--- config.mk ---
export PLATFORM = sky130hd
export DESIGN_NAME = uwa_top
export DESIGN_NICKNAME = d
export VERILOG_FILES = /design/src/uwa_pkg.sv /design/src/uwa_top.sv
export VERILOG_INCLUDE_DIRS = /design/src /design/src/src
export SDC_FILE = /design/constraint.sdc
export NUM_CORES = 2
export LEC_CHECK = 0
export ABC_AREA = 1
export BUFFER_PORTS_ARGS = -buffer_cell sky130_fd_sc_hd__clkbuf_2
export CAP_MARGIN = 0
export CORE_UTILIZATION = 40
export CTS_BUF_LIST = sky130_fd_sc_hd__clkbuf_8
export DETAILED_ROUTE_END_ITERATION = 7
export HOLD_SLACK_MARGIN = 0.08
export MAX_ROUTING_LAYER = met4
export SYNTH_ARGS = -nofsm -noshare
export SYNTH_HDL_FRONTEND = slang
export SYNTH_SLANG_ARGS = --single-unit
--- constraint.sdc ---
create_clock -name clk -period 15.3 [get_ports clk]
set_clock_uncertainty 0.2 [all_clocks]
set_input_delay 0.765 -clock clk [delete_from_list [all_inputs] [get_ports clk]]
set_output_delay 0.765 -clock clk [all_outputs]
set_load 0.05 [all_outputs]
--- src/uwa_defs.svh ---
`ifndef UWA_DEFS_SVH
`define UWA_DEFS_SVH
// ======================================
// word areas
`define UWA_SIMPLE_BASE 14'd0
`define UWA_SIMPLE_LAST 14'd19
`define UWA_INTEL_BASE 14'd2000
`define UWA_INTEL_WORDS 14'd10
`define UWA_INTEL_MIN 7'd10
`define UWA_INTEL_MAX 7'd95
`define UWA_BM_BASE 14'd1500
`define UWA_BM_WORDS 14'd25
`define UWA_BM_MAX 7'd15
`define UWA_BUILTIN_IN 14'd2960
`define UWA_BUILTIN_OUT 14'd2961
`define UWA_DM_INTEL_BASE 15'd20000
`define UWA_DM_BM_BASE 15'd30000
`define UWA_DM_WORDS 15'd100
// ======================================
// register word offsets
`define UWA_REG_CTRL 4'h0
`define UWA_REG_STATUS 4'h1
`define UWA_REG_SCAN 4'h2
`define UWA_REG_QUERY 4'h3
`define UWA_REG_RESULT 4'h4
`define UWA_REG_INTEL_RST 4'h8
`define UWA_REG_INTEL_INIT 4'h9
`define UWA_REG_BM_RST 4'ha
`define UWA_REG_BM_INIT 4'hb
`define UWA_REG_BAD 32'hdeadbeef
// ======================================
// timing: initialization length of one unit, cycles
`define UWA_INIT_CYCLES 8'd16
`endif

--- src/uwa_pkg.sv ---
package uwa_pkg;
  // unit classes reported by the backplane probe
  typedef enum logic [1:0] {
    UWA_NONE = 2'b00,
    UWA_SIMPLE = 2'b01,
    UWA_INTEL = 2'b10,
    UWA_BUSM = 2'b11
  } uwa_kind_t;
  // one query answer
  typedef struct packed {
    logic valid;
    logic [13:0] cio_base;
    logic [14:0] dm_base;
  } uwa_alloc_t;
  // scan sequencer
  typedef enum logic [1:0] {
    UWA_ST_IDLE = 2'b00,
    UWA_ST_REFRESH = 2'b01,
    UWA_ST_DONE = 2'b10
  } uwa_state_t;
endpackage

--- src/uwa_top.sv ---
// Notes on behaviour
// intelligent unit gets ten words at 2000+10n
// intelligent numbers 10..95 only, software's duty
// slot allocation skips intelligent and bus-master units
// bus-master gets 25 words at 1500+25n
// duplicate bus-master numbers raise no error
// simple units get 1,2,4 words in 0..19
// refresh every unit once per scan
// intelligent units get 100 data words each
// bus-master units get 100 data words each
// data transfers: restart, per cycle, on demand
// intelligent restart bit reinitializes the unit
// intelligent init flag high while initializing
// no refresh of initializing intelligent unit
// bus-master restart bit reinitializes the unit
// bus-master init flag high while initializing
// no refresh of initializing bus-master unit
// program restarts unit after changing settings
// bus-master data transfers in both directions
// built-in inputs 2960, outputs 2961
// init flag clears itself, refresh resumes
`timescale 1ns/1ns
`default_nettype none
`include "uwa_defs.svh"
module uwa_top import uwa_pkg::*; #(
  parameter int SLOTS = 10,
  parameter int INIT_CYCLES = 16
) (
  input wire logic clk,
  input wire logic resetn,
  // avalon-mm slave
  input wire logic [3:0] avs_address,
  input wire logic avs_read,
  input wire logic avs_write,
  input wire logic [31:0] avs_writedata,
  output logic [31:0] avs_readdata,
  output logic avs_waitrequest,
  // backplane probe: per slot kind, word need (0=1,1=2,2=4) and unit number
  input wire logic [2*SLOTS-1:0] slot_kind,
  input wire logic [2*SLOTS-1:0] slot_size,
  input wire logic [7*SLOTS-1:0] slot_unit,
  // per-slot init done from unit
  input wire logic [SLOTS-1:0] unit_init_done,
  // per-slot refresh strobe and cyclic word base
  output logic [SLOTS-1:0] refresh_strobe,
  output logic [14*SLOTS-1:0] slot_cio_base,
  output logic [SLOTS-1:0] unit_init_req,
  output logic [13:0] builtin_in_word,
  output logic [13:0] builtin_out_word,
  output logic scan_done
);

  // ======================================
  // address helpers
  // intelligent cyclic base from unit number
  function automatic logic [13:0] intel_cio(input logic [6:0] n);
    intel_cio = 14'(`UWA_INTEL_BASE + `UWA_INTEL_WORDS * 14'(n));
  endfunction
  // bus-master cyclic base
  function automatic logic [13:0] bm_cio(input logic [6:0] n);
    bm_cio = 14'(`UWA_BM_BASE + `UWA_BM_WORDS * 14'(n));
  endfunction
  // data-memory base; intelligent numbers start at 10 so 20000+100n gives 21000
  function automatic logic [14:0] dm_base(input logic bm, input logic [6:0] n);
    dm_base = bm ? 15'(`UWA_DM_BM_BASE + `UWA_DM_WORDS * 15'(n))
                 : 15'(`UWA_DM_INTEL_BASE + `UWA_DM_WORDS * 15'(n));
  endfunction

  // ======================================
  // pin synchronisers
  logic [2*SLOTS-1:0] kind_s1_r, kind_r;
  logic [2*SLOTS-1:0] size_s1_r, size_r;
  logic [7*SLOTS-1:0] unit_s1_r, unit_r;
  logic [SLOTS-1:0] done_s1_r, done_r;
  // two flops per incoming pin group
  always_ff @(posedge clk or negedge resetn) begin
    if (!resetn) begin
      kind_s1_r <= '0;
      kind_r <= '0;
      size_s1_r <= '0;
      size_r <= '0;
      unit_s1_r <= '0;
      unit_r <= '0;
      done_s1_r <= '0;
      done_r <= '0;
    end else begin
      kind_s1_r <= slot_kind;
      kind_r <= kind_s1_r;
      size_s1_r <= slot_size;
      size_r <= size_s1_r;
      unit_s1_r <= slot_unit;
      unit_r <= unit_s1_r;
      done_s1_r <= unit_init_done;
      done_r <= done_s1_r;
    end
  end

  // ======================================
  // allocation (combinational over slots)
  logic [14*SLOTS-1:0] cio_nxt;
  logic [SLOTS-1:0] simple_ok_nxt;
  logic [SLOTS-1:0] is_intel, is_bm;
  always_comb begin
    logic [13:0] next_word;
    logic [2:0] need;
    next_word = `UWA_SIMPLE_BASE;
    need = 3'd0;
    cio_nxt = '0;
    simple_ok_nxt = '0;
    for (int i = 0; i < SLOTS; i++) begin
      is_intel[i] = uwa_kind_t'(kind_r[2*i +: 2]) == UWA_INTEL;
      is_bm[i] = uwa_kind_t'(kind_r[2*i +: 2]) == UWA_BUSM;
      // other kinds are skipped, so they never move the simple pointer
      if (uwa_kind_t'(kind_r[2*i +: 2]) == UWA_SIMPLE) begin
        need = (size_r[2*i +: 2] == 2'd0) ? 3'd1 : (size_r[2*i +: 2] == 2'd1) ? 3'd2 : 3'd4;
        if (next_word + 14'(need) <= `UWA_SIMPLE_LAST + 14'd1) begin
          cio_nxt[14*i +: 14] = next_word;
          simple_ok_nxt[i] = 1'b1;
          next_word = 14'(next_word + 14'(need));
        end
      end else if (is_intel[i]) begin
        cio_nxt[14*i +: 14] = intel_cio(unit_r[7*i +: 7]);
      end else if (is_bm[i]) begin
        // shared numbers simply share words; nothing is flagged
        cio_nxt[14*i +: 14] = bm_cio(unit_r[7*i +: 7]);
      end
    end
  end

  // latched map drives the cyclic base output
  always_ff @(posedge clk or negedge resetn) begin
    if (!resetn) begin
      slot_cio_base <= '0;
    end else begin
      slot_cio_base <= cio_nxt;
    end
  end

  // ======================================
  // software registers
  logic scan_go;
  logic [15:0] scan_count_r;
  logic [6:0] query_r;
  logic query_bm_r;
  logic [95:0] intel_init_r; // one per number 0..95
  logic [15:0] bm_init_r;
  logic [95:0] intel_rst_pulse;
  logic [15:0] bm_rst_pulse;
  logic [7:0] init_cnt_r [SLOTS];
  logic [SLOTS-1:0] init_busy_r;
  assign avs_waitrequest = 1'b0;
  assign scan_go = avs_write && avs_address == `UWA_REG_SCAN;
  assign builtin_in_word = `UWA_BUILTIN_IN;
  assign builtin_out_word = `UWA_BUILTIN_OUT;

  // restart bits are write-one pulses per unit number
  always_comb begin
    intel_rst_pulse = '0;
    bm_rst_pulse = '0;
    if (avs_write && avs_address == `UWA_REG_INTEL_RST && avs_writedata[6:0] <= `UWA_INTEL_MAX) begin
      intel_rst_pulse[avs_writedata[6:0]] = 1'b1;
    end
    if (avs_write && avs_address == `UWA_REG_BM_RST && avs_writedata[6:0] <= `UWA_BM_MAX) begin
      bm_rst_pulse[avs_writedata[3:0]] = 1'b1;
    end
  end

  // query registers
  always_ff @(posedge clk or negedge resetn) begin
    if (!resetn) begin
      query_r <= '0;
      query_bm_r <= 1'b0;
    end else if (avs_write && avs_address == `UWA_REG_QUERY) begin
      query_r <= avs_writedata[6:0];
      query_bm_r <= avs_writedata[8];
    end
  end

  // ======================================
  // per-slot initialization
  // power-on starts every unit initializing; restart re-arms it
  always_ff @(posedge clk or negedge resetn) begin
    if (!resetn) begin
      init_busy_r <= '1;
      for (int i = 0; i < SLOTS; i++) begin
        init_cnt_r[i] <= 8'd0;
      end
    end else begin
      for (int i = 0; i < SLOTS; i++) begin
        if ((is_intel[i] && intel_rst_pulse[unit_r[7*i +: 7]]) ||
            (is_bm[i] && bm_rst_pulse[unit_r[7*i +: 4]])) begin
          init_busy_r[i] <= 1'b1;
          init_cnt_r[i] <= 8'd0;
        end else if (init_busy_r[i]) begin
          if (done_r[i] || init_cnt_r[i] == 8'(INIT_CYCLES - 1)) begin
            init_busy_r[i] <= 1'b0;
          end else begin
            init_cnt_r[i] <= 8'(init_cnt_r[i] + 8'd1);
          end
        end
      end
    end
  end
  assign unit_init_req = init_busy_r;

  // flags by unit number gathered from slots
  always_comb begin
    intel_init_r = '0;
    bm_init_r = '0;
    for (int i = 0; i < SLOTS; i++) begin
      if (is_intel[i] && init_busy_r[i]) begin
        intel_init_r[unit_r[7*i +: 7]] = 1'b1;
      end
      if (is_bm[i] && init_busy_r[i]) begin
        bm_init_r[unit_r[7*i +: 4]] = 1'b1;
      end
    end
  end

  // ======================================
  // scan refresh sequencer
  uwa_state_t state_r;
  // one scan request walks IDLE -> REFRESH -> DONE -> IDLE
  always_ff @(posedge clk or negedge resetn) begin
    if (!resetn) begin
      state_r <= UWA_ST_IDLE;
    end else begin
      case (state_r)
        UWA_ST_IDLE: begin
          if (scan_go) begin
            state_r <= UWA_ST_REFRESH;
          end
        end
        UWA_ST_REFRESH: state_r <= UWA_ST_DONE;
        UWA_ST_DONE: state_r <= UWA_ST_IDLE;
        default: state_r <= UWA_ST_IDLE;
      endcase
    end
  end

  // strobe every mapped, ready unit once per scan
  always_ff @(posedge clk or negedge resetn) begin
    if (!resetn) begin
      refresh_strobe <= '0;
      scan_done <= 1'b0;
      scan_count_r <= '0;
    end else begin
      scan_done <= state_r == UWA_ST_DONE;
      for (int i = 0; i < SLOTS; i++) begin
        refresh_strobe[i] <= state_r == UWA_ST_REFRESH &&
                             (simple_ok_nxt[i] || is_intel[i] || is_bm[i]) &&
                             !init_busy_r[i];
      end
      if (state_r == UWA_ST_DONE) begin
        scan_count_r <= 16'(scan_count_r + 16'd1);
      end
    end
  end

  // ======================================
  // read mux, answered in the cycle of the request
  always_comb begin
    uwa_alloc_t q;
    q.valid = query_bm_r ? (query_r <= `UWA_BM_MAX)
                         : (query_r >= `UWA_INTEL_MIN && query_r <= `UWA_INTEL_MAX);
    q.cio_base = query_bm_r ? bm_cio(query_r) : intel_cio(query_r);
    q.dm_base = dm_base(query_bm_r, query_r);
    avs_readdata = '0;
    if (avs_read) begin
      case (avs_address)
        `UWA_REG_CTRL: avs_readdata = 32'(SLOTS);
        `UWA_REG_STATUS: avs_readdata = {30'd0, state_r};
        `UWA_REG_SCAN: avs_readdata = {16'd0, scan_count_r};
        `UWA_REG_QUERY: avs_readdata = {23'd0, query_bm_r, 1'b0, query_r};
        `UWA_REG_RESULT: avs_readdata = {2'd0, q};
        `UWA_REG_INTEL_INIT: avs_readdata = {intel_init_r[95:64] == 32'd0, 31'(|intel_init_r)};
        `UWA_REG_BM_INIT: avs_readdata = {16'd0, bm_init_r};
        default: avs_readdata = `UWA_REG_BAD;
      endcase
    end
  end
endmodule
`default_nettype wire

* Word level (Yosys, flattened, before mapping)
Cells that the tools add are included.
Cells by class: reductions and logical operators 173, bitwise gates (word level) 18, multiplexer cells 270, add/sub/neg operators 44, shifts and indexed selects 0, $lt $le $gt $ge 59, multipliers 23, divide/modulo/power cells 0, equality and inequality tests 71
Operators by type and width (count):
- 2-to-1 mux 96 bit | 11
- OR 96 bit | 9
- 2-to-1 mux 14 bit | 34
- 2-to-1 mux 13 bit | 21
- 2-to-1 mux 8 bit | 30
- one-hot mux 32 bit (7 select lines) | 1
- 2-to-1 mux 16 bit | 11
- multiplier 5 x 7 -> 12 bit (first input constant) | 12
- OR 16 bit | 9
- adder 11 x 12 -> 13 bit (first input constant) | 11
- adder 11 x 11 -> 12 bit (first input constant) | 11
- adder 14 x 3 -> 14 bit | 9
- <= comparator 14 x 5 -> 1 bit (second input constant) | 9
- multiplier 3 x 7 -> 10 bit (first input constant) | 11
- OR reduction 96 bit | 1
- 2-to-1 mux 1 bit | 93
- logical AND 1 bit | 89
- < comparator 7 x 8 -> 1 bit (second input constant) | 11
- adder 8 x 1 -> 8 bit (second input constant) | 10
- equality test 8 x 4 -> 1 bit (second input constant) | 10
- demux 1 bit (select 7 bit) | 11
- >= comparator 7 x 1 -> 1 bit (second input constant) | 11
- binary-select mux 1 bit (select 7 bit) | 10
- 2-to-1 mux 3 bit | 23
- other kinds (28) | 200
Word-level totals: bits in registers 507, RAM bits 0, bits in read-only memories 0, latch bits 0, output and inout port bits 222, memories kept 0, input bits 160, logic and storage cells 684

* Longest topological paths before layout
depth after elaboration 46, gate-level depth with buffers 111, mapped depth without buffers 106

* Worst setup path before layout
OpenSTA, ideal clock, no wires.
path type register to register, start point reg kind_r[1], end point reg refresh_strobe[9], setup slack 2.257 ns, required time 15.027 ns, arrival 12.770 ns, library setup time 0.073 ns, clock period less this slack 13.043 ns, buffers on the path 5, stages on the path, launching flop included 90, cell sequence dfrtp_1 -> inv_1 -> nand2_2 -> nor3_1 -> ha_1 -> ha_1 -> nand2_1 -> o21ai_0 -> inv_1 -> fa_1 -> nand2_1 -> inv_1 -> o21ai_0 -> nand2_1 -> inv_1 -> nand2_2 -> nand2_4 -> nand2_1 -> [... 54 more ...] -> ha_1 -> fa_1 -> o21ai_0 -> nand3_2 -> and2_4 -> inv_4 -> nand2_1 -> nand2_1 -> ha_1 -> inv_1 -> fa_1 -> xor2_1 -> a21oi_1 -> o22ai_1 -> nand2_1 -> a21oi_4 -> nand2_2 -> a21oi_2
Between the ends: longest elaborated chain between the ends 42
Ends and longest elaborated chain:
- from (decl) | RTL line uwa_top.sv:71 | logic [2*SLOTS-1:0] kind_s1_r, kind_r;
- from (signal assigned) | RTL line uwa_top.sv:88 | kind_r <= kind_s1_r;
- equality test 2 x 1 -> 1 bit (*) | RTL line uwa_top.sv:114 | if (uwa_kind_t'(kind_r[2*i +: 2]) == UWA_SIMPLE) begin
- 2-to-1 mux 3 bit (*) | RTL line uwa_top.sv:114
- adder 14 x 3 -> 14 bit | RTL line uwa_top.sv:116, uwa_top.sv:119
- <= comparator 14 x 5 -> 1 bit | RTL line uwa_top.sv:116 | if (next_word + 14'(need) <= `UWA_SIMPLE_LAST + 14'd1) begin
- 2-to-1 mux 14 bit | RTL line uwa_top.sv:116
- 2-to-1 mux 14 bit (*) | RTL line uwa_top.sv:114
- adder 14 x 3 -> 14 bit | RTL line uwa_top.sv:116, uwa_top.sv:119
- <= comparator 14 x 5 -> 1 bit | RTL line uwa_top.sv:116
- [... 25 more ...]
- 2-to-1 mux 14 bit (*) | RTL line uwa_top.sv:114
- adder 14 x 3 -> 14 bit (*)
- <= comparator 14 x 5 -> 1 bit (*) | RTL line uwa_top.sv:116
- 2-to-1 mux 1 bit (*) | RTL line uwa_top.sv:116
- 2-to-1 mux 1 bit (*) | RTL line uwa_top.sv:114
- logical OR 1 bit (*) (2 in series) | RTL line uwa_top.sv:251 | (simple_ok_nxt[i] || is_intel[i] || is_bm[i]) &&
- logical AND 1 bit (*) | RTL line uwa_top.sv:250 | refresh_strobe[i] <= state_r == UWA_ST_REFRESH &&
- logical AND 1 bit (*) | RTL line uwa_top.sv:251
- to (signal, indexed assignment) | RTL line uwa_top.sv:250
- to (decl) | RTL line uwa_top.sv:45 | output logic [SLOTS-1:0] refresh_strobe,
Every way passes the cells marked *; elsewhere a longest branch is shown, timed or not. A chain may end at the register's enable or synchronous reset.

* Worst setup path after layout
Same ends and word-level chain as after synthesis.

==> flow_summary.toml <==
[timing]
hold_viol_final = 0
fin_setup_tns_ns = 0
relSlewSlack = 0.0782
final-max-slew-violation-count = 0
setup_slack_ns = 1.03
holdWs_ns = 0.109
final.period_utilization = 0.932
fmax_mhz = 70.1
fin_crit_ns = 14.27
worstMarginPinSlew_ns = 1.37
setup_viol = 0

[synthesis]
synth_ff_type = "dfrtp_1"
yosysSeqAreaShare = 0.250
async_flop_share = 1.00
ys_types = 70
avgSynthCellArea_sq_um = 7.33
yosys_register_bits = 497
synth_warnings = 0
synthCells = 6791
syn_area_sq_um = 49800
synth_edf_count = 0

[die]
num_rows = 129
dieArea_sq_um = 126000
start_util = 0.403
core_sq_um = 124000
die_y_um = 355
fp.dieW_um = 355
ios = 382

[cts]
cts_buffers = 84
max-clock-path-buffers = 3
root_buffer = "clkbuf_8"
clk_latency_ns = 0.82
cts.sinks = 497
htreeDepth = 3
tritoncts = "yes"
clk_pin_slew_ns = 0.06

[routing]
ant_nets = 0
drc = 216
wl_per_cell_um = 34.0
wl_mm = 308
via_per_inst = 6.53
dr.pass1.iters = 8
vias = 59100
drt_iter0_drc = 9361

[pwr]
p_switching_mw = 2.37
powerDensity_nw_per_um2 = 92.5
switching_share = 0.446
intPower_mw = 2.95
leakage_nw = 27.0
peakVddDrop_v = 0.0000981
power.share.clock = 0.252
finalPower_mw = 5.32
combPwrFrac = 0.454
power.share.sequential = 0.293

[critical_path]
cpPeakStageDelay_ns = 0.44
critPathLaunchType = "register"
path_class = "register to register"
cp.required_ns = 15.79
cpMostUsedCell = "nand2_1"
crit_slowest_cell = "fa_1"
arrival_ns = 14.76
crit_path_end_kind = "register"
critical_path_peak_fanout = 8

[final_layout]
fill_cells = 12600
area_growth_syn_to_layout_pct = 15.5
stdcell_area_sq_um = 57500
drive_above_1_share = 0.107
regArea_sq_um = 12500
layout_commonest_cell = "inv_1"
nNetsFinal = 8158
multi_input_area_sq_um = 32600
final_cell_mix = "inv_1, nand2_1, nor2_1, ha_1, o21ai_0"

[outcome]
outcome = "complete, but fails checks"
failed_checks = "DRC"

[placement]
pre_cts_slack_ns = 0.278
portBuffers = 318
dpl_cell_area_sq_um = 54100
hpwl_mm = 228
place_congestion = 1.21

[flow_run]
cap_violations = 0

[global_routing]
grt_start_max_net_pins = 142
grt_pass1_vias = 55800
grt_pass1_wl_mm = 424
grt_overflow = 0
track_usage = 0.489
antenna_found_initial = 39

[min_path]
holdCritPathClass = "register to register"
sequential cells by signal, indices dropped and copies added (netlist names), 2 cells and up:
register / flops
unit_r: 70
kind_r: 20
kind_s1_r: 20
state_r: 2
refresh_strobe: 10
unit_init_req: 10
done_r: 10
size_s1_r: 20
done_s1_r: 10
unit_s1_r: 70
scan_count_r: 16
size_r: 20
init_cnt_r: 80
query_r: 7
slot_cio_base: 130
power groups by stage:
stage	clock network [mW]	logic [mW]	registers, mW
after floorplan	0	1.32	1.79
after global placement	0	2.25	1.58
after detailed placement	0	2.28	1.58
after CTS	1.38	2.32	1.56
after global routing	1.43	2.61	1.57
final	1.34	2.42	1.56
final cells by class:
| cell class | count | share of cell area |
|---|---|---|
| clock inverter | 52 | 0.00857 |
| timing repair buffer | 659 | 0.0784 |
| tap | 1637 | 0.0356 |
| clock buffer | 102 | 0.0244 |
| multi-input combinational | 5028 | 0.567 |
| sequential | 497 | 0.217 |
| antenna | 44 | 0.00191 |
| inverter | 1039 | 0.0679 |
path summary, 6_finish.rpt:
check / from / to / slack, ns / cells after the start
max reg2reg: kind_r[1]$_DFF_PN0_ / refresh_strobe[9]$_DFF_PN0_ / 1.03 / 85
min in group asynchronous: resetn / init_cnt_r[67]$_DFFE_PN0P_ / 0.29 / 2
max in group asynchronous: resetn / slot_cio_base[104]$_DFF_PN0_ / 12.28 / 4
min reg2reg: unit_s1_r[47]$_DFF_PN0_ / unit_r[47]$_DFF_PN0_ / 0.11 / 0
min: unit_s1_r[47]$_DFF_PN0_ / unit_r[47]$_DFF_PN0_ / 0.11 / 0
max: kind_r[1]$_DFF_PN0_ / refresh_strobe[9]$_DFF_PN0_ / 1.03 / 85
layer usage:
metal / vias up / wire length (um) / global-route usage / share of wire
met5: - / 0 / - / 0
met4: 0 / 29100 / 0.367 / 0.095
met3: 1614 / 42900 / 0.221 / 0.14
met2: 4625 / 122000 / 0.660 / 0.40
met1: 28200 / 114000 / 0.563 / 0.37
li1: 24700 / - / - / -
repair_timing:
| action | in CTS | in global routing |
|---|---|---|
| hold endpoints to repair | 202 | 0 |
| setup endpoints to repair | 0 | 11 |
| setup buffers | 0 | 2 |
| hold buffers | 125 | 0 |
| resized for setup | 0 | 35 |
cell families (layout without fill, tap and decap cells):
kind of cell    after synthesis  after routing  share of synthesized area
buf+inv                    1303           1852                      0.101
other cells                   2             83                   0.000151
fa+ha+maj                   689            689                      0.181
xor+xnor                    186            186                     0.0327
simple gates               2244           2244                      0.193
compound gates             1869           1869                      0.242
mux                           1              1                   0.000201
flops                       497            497                      0.250
metrics by stage:
| step | instances | util |
|---|---|---|
| 2_1_floorplan | 6828 | - |
| 6_report | 9058 | 0.465 |
| 5_1_grt | 9050 | 0.465 |
| 4_1_cts | 9011 | 0.463 |
| 3_5_place_dp | 8732 | 0.438 |
| 3_3_place_gp | 8732 | 0.438 |
synth_stat cells (6+ instances only):
| master | number | area [sq um] |
|---|---|---|
| a32oi_1 | 16 | 140 |
| buf_4 | 40 | 300 |
| nand3b_1 | 11 | 82.6 |
| xor2_1 | 138 | 1210 |
| a211oi_1 | 22 | 165 |
| inv_2 | 7 | 26.3 |
| inv_1 | 994 | 3730 |
| o21ai_0 | 519 | 2600 |
| nor4_1 | 46 | 288 |
| o2111ai_1 | 62 | 543 |
| o221ai_1 | 149 | 1310 |
| a31oi_1 | 48 | 300 |
| nor2_1 | 646 | 2420 |
| a2111oi_0 | 8 | 70.1 |
| clkinv_1 | 37 | 139 |
| o22ai_1 | 158 | 988 |
| ha_1 | 635 | 7950 |
| nand2_2 | 21 | 131 |
| a311oi_1 | 16 | 140 |
| xnor2_1 | 48 | 420 |
| fa_1 | 54 | 1080 |
| nand4_1 | 62 | 388 |
| dfstp_2 | 10 | 263 |
| o211ai_1 | 135 | 1010 |
| nand3_2 | 8 | 80.1 |
| a22oi_1 | 44 | 330 |
| o32ai_1 | 30 | 263 |
| buf_1 | 8 | 30.0 |
| a21oi_1 | 417 | 2090 |
| nor3_1 | 113 | 566 |
| or4_1 | 6 | 45.0 |
| nand2_1 | 981 | 3680 |
| or2_2 | 23 | 144 |
| o311ai_0 | 29 | 254 |
| o31ai_1 | 51 | 383 |
| clkbuf_1 | 213 | 800 |
| o21a_1 | 9 | 67.6 |
| a32o_1 | 8 | 80.1 |
| a221oi_1 | 110 | 963 |
| dfrtp_1 | 487 | 12200 |
| nand3_1 | 270 | 1350 |
| and2_1 | 16 | 100 |
| o21bai_1 | 10 | 75.1 |
| and3_1 | 9 | 56.3 |
| nor3b_1 | 21 | 158 |
critical path: cells and delay by family (launching register included):
family	cells	cell delay (ns)
flops	1	0.42
simple gates	32	3.63
fa+ha+maj	16	5.04
buf+inv	14	1.26
compound gates	17	2.46
xor+xnor	6	1.17
Power figures use the tool's default switching activity.
